**src/hw/acsm_pkg.sv**
```systemverilog
// Purpose: constants and types for the audio serial channel slot map
// Assumes: 8-bit register port, host supplies bit clock and frame sync
// Notes:   slot fields are 6 bits wide; bits 7 and 6 always read zero
package acsm_pkg;

    localparam int unsigned NCH      = 4;
    localparam int unsigned SAMPLE_W = 32;
    localparam int unsigned SLOT_W   = 6;
    localparam int unsigned HALF_W   = 5;
    localparam int unsigned CNT_W    = 7;
    localparam int unsigned REG_W    = 8;

    localparam logic [REG_W-1:0] FIRST_CHANNEL_SLOT_REGISTER_OFS = 8'h0b;
    localparam logic [REG_W-1:0] CHAN2_SLOT_SELECT_OFS           = 8'h0c;
    localparam logic [REG_W-1:0] CHAN3_SLOT_SELECT_OFS           = 8'h0d;
    localparam logic [REG_W-1:0] CHAN4_SLOT_SELECT_OFS           = 8'h0e;

    localparam logic [SLOT_W-1:0] FIRST_CHANNEL_SLOT_RST = 6'h00;
    localparam logic [SLOT_W-1:0] CHAN2_SLOT_RST         = 6'h01;
    localparam logic [SLOT_W-1:0] CHAN3_SLOT_RST         = 6'h02;
    localparam logic [SLOT_W-1:0] CHAN4_SLOT_RST         = 6'h03;

    localparam logic [1:0]       RSVD_RD     = 2'h0;
    localparam logic [REG_W-1:0] UNMAPPED_RD = 8'h00;
    localparam logic [CNT_W-1:0] TDM_SLOTS   = 7'h40;
    localparam logic [CNT_W-1:0] HALF_SLOTS  = 7'h20;

    typedef enum logic [1:0] {
        ACSM_FMT_TDM,
        ACSM_FMT_I2S,
        ACSM_FMT_LJ
    } acsm_fmt_t;

    typedef struct packed {
        logic [NCH-1:0][SAMPLE_W-1:0] sample;
    } acsm_frame_t;

    typedef struct packed {
        logic             we;
        logic [REG_W-1:0] addr;
        logic [REG_W-1:0] wdata;
    } acsm_reg_req_t;

endpackage : acsm_pkg

```
**src/hw/acsm_buf.sv**
```systemverilog
// Purpose: small valid/ready buffer in the sample path
// Assumes: DEPTH is a power of two
// Notes:   full and empty come from an occupancy count
`timescale 1ns/1ps
module acsm_buf #(
    parameter int unsigned DEPTH = 2
) (
    input  wire logic                 clk,
    input  wire logic                 nrst,
    input  wire logic                 in_valid,
    output logic                      in_ready,
    input  wire acsm_pkg::acsm_frame_t in_data,
    output logic                      out_valid,
    input  wire logic                 out_ready,
    output acsm_pkg::acsm_frame_t     out_data
);
    import acsm_pkg::*;

    localparam int unsigned AW = (DEPTH > 1) ? $clog2(DEPTH) : 1;

    acsm_frame_t       mem_q [DEPTH];
    logic [AW-1:0]     wr_q;
    logic [AW-1:0]     rd_q;
    logic [AW:0]       cnt_q;
    logic              push;
    logic              pop;

    assign in_ready  = (cnt_q != (AW+1)'(DEPTH));
    assign out_valid = (cnt_q != '0);
    assign push      = in_valid && in_ready;
    assign pop       = out_valid && out_ready;
    assign out_data  = mem_q[rd_q];

    always_ff @(posedge clk) begin
        if (push) begin
            mem_q[wr_q] <= in_data;
        end
    end

    always_ff @(posedge clk) begin
        if (!nrst) begin
            wr_q  <= '0;
            rd_q  <= '0;
            cnt_q <= '0;
        end else begin
            if (push) begin
                wr_q <= wr_q + AW'(1);
            end
            if (pop) begin
                rd_q <= rd_q + AW'(1);
            end
            cnt_q <= cnt_q + (AW+1)'(push) - (AW+1)'(pop);
        end
    end

endmodule : acsm_buf

```
**src/hw/acsm_slot_map.sv**
```systemverilog
// Purpose: slot-mapped serial audio transmitter with slot select registers
// Assumes: host drives bit clock and frame sync; both are sampled by clk
// Notes:   data changes after a sampled bit clock fall, one bit after sync edge
`timescale 1ns/1ps
module acsm_slot_map #(
    parameter int unsigned WORD_W    = 32,
    parameter int unsigned BUF_DEPTH = 2
) (
    input  wire logic                  clk,
    input  wire logic                  nrst,
    input  wire acsm_pkg::acsm_reg_req_t reg_req,
    output logic [acsm_pkg::REG_W-1:0] reg_rdata,
    input  wire acsm_pkg::acsm_fmt_t   fmt,
    input  wire logic [acsm_pkg::NCH-1:0] chan_en,
    input  wire logic                  smp_valid,
    output logic                       smp_ready,
    input  wire acsm_pkg::acsm_frame_t smp_data,
    input  wire logic                  bclk,
    input  wire logic                  fsync,
    output logic                       sdout,
    output logic                       sdout_oe
);
    import acsm_pkg::*;

    logic [SLOT_W-1:0] slot_field_q [NCH];
    logic [1:0]        bclk_sync_q;
    logic              bclk_prev_q;
    logic [1:0]        fsync_sync_q;
    logic              fs_prev_q;
    logic              rise;
    logic              fall;
    logic              start_q;
    logic              new_frame_q;
    logic              half_q;
    logic              cur_half_q;
    logic [CNT_W-1:0]  slot_q;
    logic [7:0]        bit_q;
    logic [SAMPLE_W-1:0] shift_q;
    logic              oe_q;
    acsm_frame_t       frame_q;
    logic              frame_ok_q;
    acsm_frame_t       buf_data;
    logic              buf_valid;
    logic              buf_pop;
    logic              load;
    logic [CNT_W-1:0]  nxt_slot;
    logic              nxt_half;
    logic [SLOT_W-1:0] eff;
    logic              in_range;
    logic              hit;
    logic [1:0]        hit_idx;
    acsm_frame_t       src_frame;
    logic              src_ok;

    // register index for an address, or NCH when unmapped
    function automatic int unsigned reg_index(input logic [REG_W-1:0] a);
        unique case (a)
            FIRST_CHANNEL_SLOT_REGISTER_OFS: return 0;
            CHAN2_SLOT_SELECT_OFS:           return 1;
            CHAN3_SLOT_SELECT_OFS:           return 2;
            CHAN4_SLOT_SELECT_OFS:           return 3;
            default:                         return NCH;
        endcase
    endfunction : reg_index

    function automatic logic [SLOT_W-1:0] reset_slot(input int unsigned c);
        unique case (c)
            0:       return FIRST_CHANNEL_SLOT_RST;
            1:       return CHAN2_SLOT_RST;
            2:       return CHAN3_SLOT_RST;
            default: return CHAN4_SLOT_RST;
        endcase
    endfunction : reset_slot

    // slot select registers, one per channel
    generate
        for (genvar c = 0; c < NCH; c++) begin : g_reg
            always_ff @(posedge clk) begin
                if (!nrst) begin
                    slot_field_q[c] <= reset_slot(c);
                end else if (reg_req.we && reg_index(reg_req.addr) == c) begin
                    slot_field_q[c] <= reg_req.wdata[SLOT_W-1:0];
                end
            end
        end
    endgenerate

    always_comb begin
        if (reg_index(reg_req.addr) < NCH) begin
            reg_rdata = {RSVD_RD, slot_field_q[reg_index(reg_req.addr)]};
        end else begin
            reg_rdata = UNMAPPED_RD;
        end
    end

    // pin synchronisers and edge detection
    always_ff @(posedge clk) begin
        if (!nrst) begin
            bclk_sync_q  <= '0;
            bclk_prev_q  <= 1'b0;
            fsync_sync_q <= '0;
        end else begin
            bclk_sync_q  <= {bclk_sync_q[0], bclk};
            bclk_prev_q  <= bclk_sync_q[1];
            fsync_sync_q <= {fsync_sync_q[0], fsync};
        end
    end

    assign rise = bclk_sync_q[1] && !bclk_prev_q;
    assign fall = !bclk_sync_q[1] && bclk_prev_q;

    // frame and half-frame start found at bit clock rise
    always_ff @(posedge clk) begin
        if (!nrst) begin
            fs_prev_q   <= 1'b0;
            start_q     <= 1'b0;
            new_frame_q <= 1'b0;
            half_q      <= 1'b0;
        end else if (rise) begin
            fs_prev_q <= fsync_sync_q[1];
            if (fmt == ACSM_FMT_TDM) begin
                if (fsync_sync_q[1] && !fs_prev_q) begin
                    start_q     <= 1'b1;
                    new_frame_q <= 1'b1;
                    half_q      <= 1'b0;
                end
            end else if (fsync_sync_q[1] != fs_prev_q) begin
                // i2s: left half while sync low; lj: left half while sync high
                start_q     <= 1'b1;
                half_q      <= (fmt == ACSM_FMT_I2S) ? fsync_sync_q[1] : !fsync_sync_q[1];
                new_frame_q <= (fmt == ACSM_FMT_I2S) ? !fsync_sync_q[1] : fsync_sync_q[1];
            end
        end else if (fall) begin
            start_q     <= 1'b0;
            new_frame_q <= 1'b0;
        end
    end

    // slot position and word selection for the next fall
    always_comb begin
        load     = 1'b0;
        nxt_slot = slot_q;
        nxt_half = cur_half_q;
        if (start_q) begin
            load     = 1'b1;
            nxt_slot = '0;
            nxt_half = half_q;
        end else if (bit_q == 8'(WORD_W - 1)) begin
            load = 1'b1;
            if (slot_q != TDM_SLOTS) begin
                nxt_slot = slot_q + CNT_W'(1);
            end
        end
        if (fmt == ACSM_FMT_TDM) begin
            in_range = (nxt_slot < TDM_SLOTS);
            eff      = nxt_slot[SLOT_W-1:0];
        end else begin
            in_range = (nxt_slot < HALF_SLOTS);
            eff      = {nxt_half, nxt_slot[HALF_W-1:0]};
        end
        hit     = 1'b0;
        hit_idx = '0;
        for (int c = NCH - 1; c >= 0; c--) begin
            if (chan_en[c] && in_range && slot_field_q[c] == eff) begin
                hit     = 1'b1;
                hit_idx = 2'(c);
            end
        end
        src_frame = (start_q && new_frame_q) ? buf_data : frame_q;
        src_ok    = (start_q && new_frame_q) ? buf_valid : frame_ok_q;
    end

    assign buf_pop = fall && start_q && new_frame_q;

    always_ff @(posedge clk) begin
        if (!nrst) begin
            frame_q    <= '0;
            frame_ok_q <= 1'b0;
        end else if (buf_pop) begin
            frame_q    <= buf_data;
            frame_ok_q <= buf_valid;
        end
    end

    always_ff @(posedge clk) begin
        if (!nrst) begin
            bit_q      <= '0;
            slot_q     <= TDM_SLOTS;
            cur_half_q <= 1'b0;
        end else if (fall) begin
            slot_q     <= nxt_slot;
            cur_half_q <= nxt_half;
            bit_q      <= load ? '0 : bit_q + 8'(1);
        end
    end

    always_ff @(posedge clk) begin
        if (!nrst) begin
            shift_q <= '0;
            oe_q    <= 1'b0;
        end else if (fall) begin
            if (load) begin
                shift_q <= (hit && src_ok) ? src_frame.sample[hit_idx] : '0;
                oe_q    <= hit && src_ok;
            end else begin
                shift_q <= {shift_q[SAMPLE_W-2:0], 1'b0};
            end
        end
    end

    assign sdout    = shift_q[SAMPLE_W-1];
    assign sdout_oe = oe_q;

    acsm_buf #(
        .DEPTH(BUF_DEPTH)
    ) u_buf (
        .clk       (clk),
        .nrst      (nrst),
        .in_valid  (smp_valid),
        .in_ready  (smp_ready),
        .in_data   (smp_data),
        .out_valid (buf_valid),
        .out_ready (buf_pop),
        .out_data  (buf_data)
    );

endmodule : acsm_slot_map
```
**config.mk**
```make
export PLATFORM = sky130hd
export DESIGN_NAME = acsm_slot_map
export DESIGN_NICKNAME = d
export VERILOG_FILES = /design/src/hw/acsm_pkg.sv /design/src/hw/acsm_buf.sv /design/src/hw/acsm_slot_map.sv
export SDC_FILE = /design/constraint.sdc
export NUM_CORES = 1
export LEC_CHECK = 0
export BUFFER_PORTS_ARGS = -buffer_cell sky130_fd_sc_hd__clkbuf_2
export CAP_MARGIN = 20
export CORE_AREA = 2 2 193 195
export CTS_CLUSTER_SIZE = 30
export DETAILED_ROUTE_END_ITERATION = 8
export DIE_AREA = 0 0 195 197
export MAX_ROUTING_LAYER = met4
export PLACE_DENSITY = 0.88
export SLEW_MARGIN = 10
export SYNTH_ARGS = -nofsm -noshare
export SYNTH_HDL_FRONTEND = slang
export SYNTH_SLANG_ARGS = --single-unit
```
**constraint.sdc**
```tcl
create_clock -name clk -period 7.25 [get_ports clk]
set_input_delay 0.725 -clock clk [delete_from_list [all_inputs] [get_ports clk]]
set_output_delay 0.725 -clock clk [all_outputs]
set_load 0.1 [all_outputs]
```
# Yosys cells after proc, flatten, opt, wreduce, memory -nomap -nowiden
# Memory sizes are Yosys's and may differ from the RTL's. A register that Yosys moved wholly into a read port is not among the register bits.
# Cells that the tools add are included.
[word_totals]
reg_bits = 191
latch_bits = 0
romBits = 0
wordCells = 149
ram_bits = 280
mem_count = 2
[memory_table]
columns = ["name", "words", "width", "read_ports", "rd_ports_with_merged_regs", "write_ports", "line_no", "source"]
rows = [
  ["u_buf.mem_q", 2, 128, 1, 1, 1, "acsm_buf.sv:21", "acsm_frame_t mem_q [DEPTH];"],
  ["slot_field_q", 4, 6, 5, 0, 4, "acsm_slot_map.sv:25", "logic [SLOT_W-1:0] slot_field_q [NCH];"],
]
[op_classes]
addsub = 6
mul = 0
bitwise_logic = 4
magnitude_cmp = 4
div = 0
shifts = 0
n_mux = 61
n_reduce_logical = 33
eq_ne = 19
[op_table]
columns = ["op", "n"]
rows = [
  ["128-bit 2-to-1 mux", 1],
  ["32-bit 2-to-1 mux", 4],
  ["32-bit binary-select mux with 2-bit select", 1],
  ["32-bit by 2-bit equality test with 1-bit output, second input constant", 2],
  ["1-bit 2-to-1 mux", 39],
  ["6-bit 2-to-1 mux", 6],
  ["32-bit by 1-bit equality test with 1-bit output, second input constant", 1],
  ["8-bit by 4-bit equality test with 1-bit output, second input constant", 4],
  ["32-bit zero test", 1],
  ["6-bit equality test", 4],
  ["1-bit logical AND", 21],
  ["7-bit 2-to-1 mux", 3],
  ["3-bit one-hot mux with 4 select lines", 1],
  ["2-bit 2-to-1 mux", 5],
  ["8-bit by 1-bit adder with 8-bit output, second input constant", 1],
  ["8-bit by 5-bit equality test with 1-bit output, second input constant", 1],
  ["8-bit 2-to-1 mux", 1],
  ["7-bit by 1-bit adder with 7-bit output, second input constant", 1],
  ["7-bit by 6-bit less-than comparator with 1-bit output, second input constant", 1],
  ["7-bit less-than comparator, second input constant", 1],
  ["7-bit != test, second input constant", 1],
  ["3-bit AND reduction", 2],
  ["2-bit nonzero test", 3],
  ["1-bit zero test", 4],
  ["other kinds (13)", 18],
]

# Longest topological paths before layout
[depth]
word_depth = 16
mapped_depth = 16
mapped_depth_nobuf = 13

# Cells and area by module
# A second synthesis with hierarchy kept.
[unflattened]
cells_unflattened = 1713
area_unflattened_um2 = 20872.5
[by_module_without_submodules]
columns = ["module", "seq_area_each_um2", "n_inst", "cells_each", "area_per_inst_um2"]
rows = [
  ["acsm_slot_map", 4464.3, 1, 1286, 11323.4],
  ["acsm_buf", 7787.5, 1, 427, 9549.2],
]

# Worst setup path before layout
# No wires, ideal clock.
[synth_timing]
kind = "register -> register"
from = "register u_buf.cnt_q[0]"
to = "memory u_buf.mem_q[0][0] (netlist name) (enable)"
arrival_ns = 6.617
path_stages_with_launch = 5
path_slack_ns = 0.014
n_path_buf = 0
synth_period_minus_slack_ns = 7.236
path_cell_list = "dfxtp_1 > inv_1 > nand2_1 > nand2_1 > nor2_1"
[synth_via]
elab_chain_cells = 4
[synth_rtl]
columns = ["element", "line_no", "source"]
rows = [
  ["from (decl)", "acsm_buf.sv:24", "logic [AW:0] cnt_q;"],
  ["from (signal assigned)", "acsm_buf.sv:52", "cnt_q <= cnt_q + (AW+1)'(push) - (AW+1)'(pop);"],
  ["2-bit != test", "acsm_buf.sv:28", "assign in_ready = (cnt_q != (AW+1)'(DEPTH));"],
  ["named net smp_ready", "acsm_slot_map.sv:16", "output logic smp_ready,"],
  ["1-bit logical AND", "acsm_buf.sv:30", "assign push = in_valid && in_ready;"],
  ["1-bit 2-to-1 mux", "acsm_buf.sv:35", "if (push) begin"],
  ["1-bit 2-to-1 mux (implied by the code)", "acsm_buf.sv:36", "mem_q[wr_q] <= in_data;"],
  ["to (decl)", "acsm_buf.sv:21", ""],
]
# The timed path passes the listed nets, and every way through them passes these cells.

# Worst setup path after layout
[layout_timing]
from = "register bit_q[0]"
to = "register shift_q[2]"
[layout_via]
elab_chain_cells = 15
elab_cells_between_ends = 34
[layout_rtl]
columns = ["element", "line_no", "source"]
rows = [
  ["from (decl)", "acsm_slot_map.sv:37", "logic [7:0] bit_q;"],
  ["from (signal assigned)", "acsm_slot_map.sv:193", "bit_q <= load ? '0 : bit_q + 8'(1);"],
  ["8-bit by 5-bit equality test with 1-bit output *", "acsm_slot_map.sv:148", "end else if (bit_q == 8'(WORD_W - 1)) begin"],
  ["7-bit 2-to-1 mux", "acsm_slot_map.sv:148", ""],
  ["7-bit 2-to-1 mux", "acsm_slot_map.sv:144", "if (start_q) begin"],
  ["7-bit by 6-bit less-than comparator with 1-bit output or 7-bit less-than comparator (tied branches)", "acsm_slot_map.sv:158, acsm_slot_map.sv:155", ""],
  ["1-bit 2-to-1 mux", "acsm_slot_map.sv:154", "if (fmt == ACSM_FMT_TDM) begin"],
  ["1-bit logical AND (2 in series)", "acsm_slot_map.sv:164", "if (chan_en[c] && in_range && slot_field_q[c] == eff) begin"],
  ["2-bit 2-to-1 mux (4 in series)", "acsm_slot_map.sv:164", ""],
  ["32-bit binary-select mux with 2-bit select", "acsm_slot_map.sv:203", "shift_q <= (hit && src_ok) ? src_frame.sample[hit_idx] : '0;"],
  ["32-bit 2-to-1 mux (implied by the code)", "acsm_slot_map.sv:203", ""],
  ["32-bit 2-to-1 mux", "acsm_slot_map.sv:203", ""],
  ["32-bit 2-to-1 mux *", "acsm_slot_map.sv:202", "if (load) begin"],
  ["to (signal assigned)", "acsm_slot_map.sv:203", ""],
  ["to (signal assigned)", "acsm_slot_map.sv:206", "shift_q <= {shift_q[SAMPLE_W-2:0], 1'b0};"],
  ["to (decl)", "acsm_slot_map.sv:38", "logic [SAMPLE_W-1:0] shift_q;"],
]
# Every way passes the cells marked *; elsewhere a longest branch is shown, timed or not. The select of a mux whose other input is x is not followed.
# A chain may end at the register's enable or synchronous reset.

==> run summary <==
r2r endpoint - shift_q[2]
Final WS setup - 2.12 ns
XOR/XNOR Fraction of Synth Area - 1.18%
Synth Area in Compound Gates - 13.9%
internal power - 4.44 mW
Worst-Margin Slew - 1.17 ns
post-synthesis instance area - 21500 um2
CP arrival - 5.58 ns
worst slack, placed - 2.20 ns
Tcrit/Tclk final - 70.8%
R2R Path Start - bit_q[0]
core area - 36300 um2
Congestion Overflow GR - 0
post-synthesis simple-gate area fraction - 7.64%
final design utilization - 66.1%
Power Dens Cells - 239 nW/um2
CTS tree - yes
Final nets - 1942
Worst EP required - 7.69 ns
Total Neg Setup Slack - 0 ns
final worst path period need - 5.13 ns
Max Cap Viol - 0
#FFs+latches synth - 472
final hold vios - 0
fill count - 2549
mux share of post-synthesis cell area - 16.2%
Cell variety after synth - 69
drt pass-1 iters - 5
min-delay worst type - input pin to flop
GR Util All Layers - 26.4%
power share of the sequential group - 53.0%
Avg Cell Area, Syn - 12.8 um2
synth top area cells - edfxtp_1 (39%), dfxtp_1 (18%), mux2i_1 (9.4%), o211a_1 (5.9%), mux4_2 (5.1%)
global-route wire length before repair - 77200 um
Avg WL per Cell - 21.9 um
total CTS buffers - 48
Buffers on Ports - 162
final setup vio count - 0
status - complete, no violations
Initial Utilization - 59.3%
Comb pwr share - 5.4%
GPL Wtd Cong - 0.899
largest family of logic cells by synthesized area - multiplexers
type of element capturing the critical path - flop
most common cell after layout, fill and taps aside - edfxtp_1
Synth async-reset ratio - 0%
register-to-register setup slack - 2.12 ns
Final ANT Viol Nets - 0
Synth top area share - 39.1%
Sw Ratio - 22.4%
Reg clk slew, reported paths - 0.07 ns
cells on worst reg2reg path - 12
Relative slew margins - 21.9%
clk root buf - clkbuf_16
placed cell count - 2195
largest net degree at the start of global routing - 256
Die Ht - 197 um
initial antenna violation count - 1
die area - 38400 um2
DRT iter0 DRCs - 1168
Psw - 1.28 mW
power share of the clock group - 41.6%
Max Slew Vio Count - 0
share of layout cells above drive strength 1 - 19.1%
commonest cells after routing, fill and taps aside - edfxtp_1 (280), mux2i_1 (202), dfxtp_1 (191)
cell count after synthesis - 1681
ys flop type - edfxtp_1
vias per inst - 6.39
die width - 195 um
Post-synth EDFFs - 280
CTS sink count - 472
Yosys top cell by area - edfxtp_1
drt total wl - 50000 um
number of core rows - 70
DP HPWL - 31800 um
LEAKAGE - 10.2 nW
crit path from - bit_q[0]
post-CTS setup buffer count - 0
adder-cell area share of the yosys netlist - 0.466%
Layout Skew - 0.0126 ns
vias in the first global route - 14572
Clk Latency, worst-skew pair - 0.58 ns
Non-Filler Instances - 2287
Layout area overhead - 11.6%
Seq/Total Area, Yosys - 57.0%
f_max - 195 MHz
crit path kind - flop to flop
H-tree lvl count - 2
Longest Clk Path Bufs - 3
Worst Path Max Fanout - 139
Critical Path Sink - shift_q[2]
RSZ-0062 raised after global routing - no
# resized after CTS - 0
drc violations - 0
vias post-DR - 14606
CP Launch Type - flop
Max IR drop VDD - 0.195 mV
I/O pin cnt - 167
yosys warns - 0
hold buffers post-CTS - 0
[per-stage QoR]
| step | hold WS (ns) | total power, mW | area, um2 |
|---|---|---|---|
| floorplan | 0.412 | 3.27 | 21500 |
| global placement | 0.426 | 3.37 | 22400 |
| detailed placement | 0.429 | 3.39 | 22400 |
| CTS | 0.315 | 5.75 | 23900 |
| global route | 0.315 | 5.88 | 24000 |
| finish | 0.334 | 5.72 | 24000 |
[sequential cells by signal, indices dropped and copies added, names as in the netlist, 7 cells and up, named ones only]
register,cells
bit_q,8
u_buf.mem_q,256
slot_field_q,24
frame_q,128
shift_q,32
slot_q,7
[worst max-delay path, stage by stage (launching register included)]
cell      delay (ns)
dfxtp_1         0.39
ha_1            0.25
nor4b_2         0.72
o211ai_1        0.26
mux2i_1         0.59
xnor2_1         0.19
nand4_1         0.12
a211o_1         0.47
o211ai_4        0.17
buf_12          0.70
mux4_2          0.65
o221ai_1        0.21
o32ai_1         0.11
[Yosys cell counts (8+ instances only)]
library cell / count
clkbuf_1: 107
nor2_1: 91
o211a_1: 127
nor4_1: 9
edfxtp_1: 280
nand4_1: 10
mux2_2: 32
o2111ai_1: 14
nand2_1: 165
mux2i_1: 202
o221ai_1: 29
a2bb2oi_1: 13
mux4_2: 49
buf_1: 8
o32ai_1: 16
and2_1: 27
xor2_1: 16
o21ai_0: 21
o21ai_1: 15
nand3_1: 14
a22oi_1: 15
o211ai_1: 17
xnor2_1: 13
ha_1: 8
a31oi_1: 19
inv_1: 25
a21oi_1: 44
dfxtp_1: 192
nor2b_1: 9
[kinds of logic after synthesis]
group	after synthesis
AOI/OAI and AO/OA	368
xor gates and xnor gates	29
adders and majority gates	8
buffers and inverters	159
DFF	472
muxes	283
other	1
and+or+nand+nor	361
[power by group through the flow]
stage               clock network [mW]  logic [mW]  registers, mW
floorplan                            0       0.185           3.09
CTS                               2.41       0.309           3.03
detailed placement                   0       0.307           3.09
finish                            2.38       0.310           3.03
global placement                     0       0.295           3.08
global route                      2.50       0.335           3.04
[per-layer routing]
layer | GRT usage, % | wire [um] | vias up | part of all wire [%]
met5 | - | 0 | - | 0
met1 | 29.8 | 18400 | 7249 | 37
met3 | 4.11 | 3190 | 145 | 6.4
met2 | 46.8 | 26400 | 558 | 53
met4 | 11.3 | 2070 | 0 | 4.1
li1 | - | - | 6654 | -
[how the worst min path moves through the flow]
| stage | start | end | slack [ns] | cells past startpoint |
|---|---|---|---|---|
| finish | smp_data[84] | u_buf.mem_q[0][84] | 0.33 | 1 |
| global route | smp_data[36] | u_buf.mem_q[0][36] | 0.31 | 1 |
| CTS | smp_data[36] | u_buf.mem_q[1][36] | 0.32 | 1 |
| detailed placement | fsync_sync_q[0] | fsync_sync_q[1] | 0.43 | 1 |
| global placement | fsync_sync_q[0] | fsync_sync_q[1] | 0.43 | 1 |
| floorplan | bclk_sync_q[0] | bclk_sync_q[1] | 0.41 | 1 |
[cell type report]
class,instances,area [um2],share of cell area [%]
Sequential cell,472,12300,51.1
Tap cell,468,586,2.44
Timing Repair Buffer,180,997,4.16
Multi-Input combinational cell,1051,8520,35.5
Antenna cell,1,2.50,0.0104
Clock inverter,18,148,0.616
Inverter,25,93.8,0.391
Clock buffer,72,1370,5.72
Note: power is estimated with default switching activity, not from simulation.
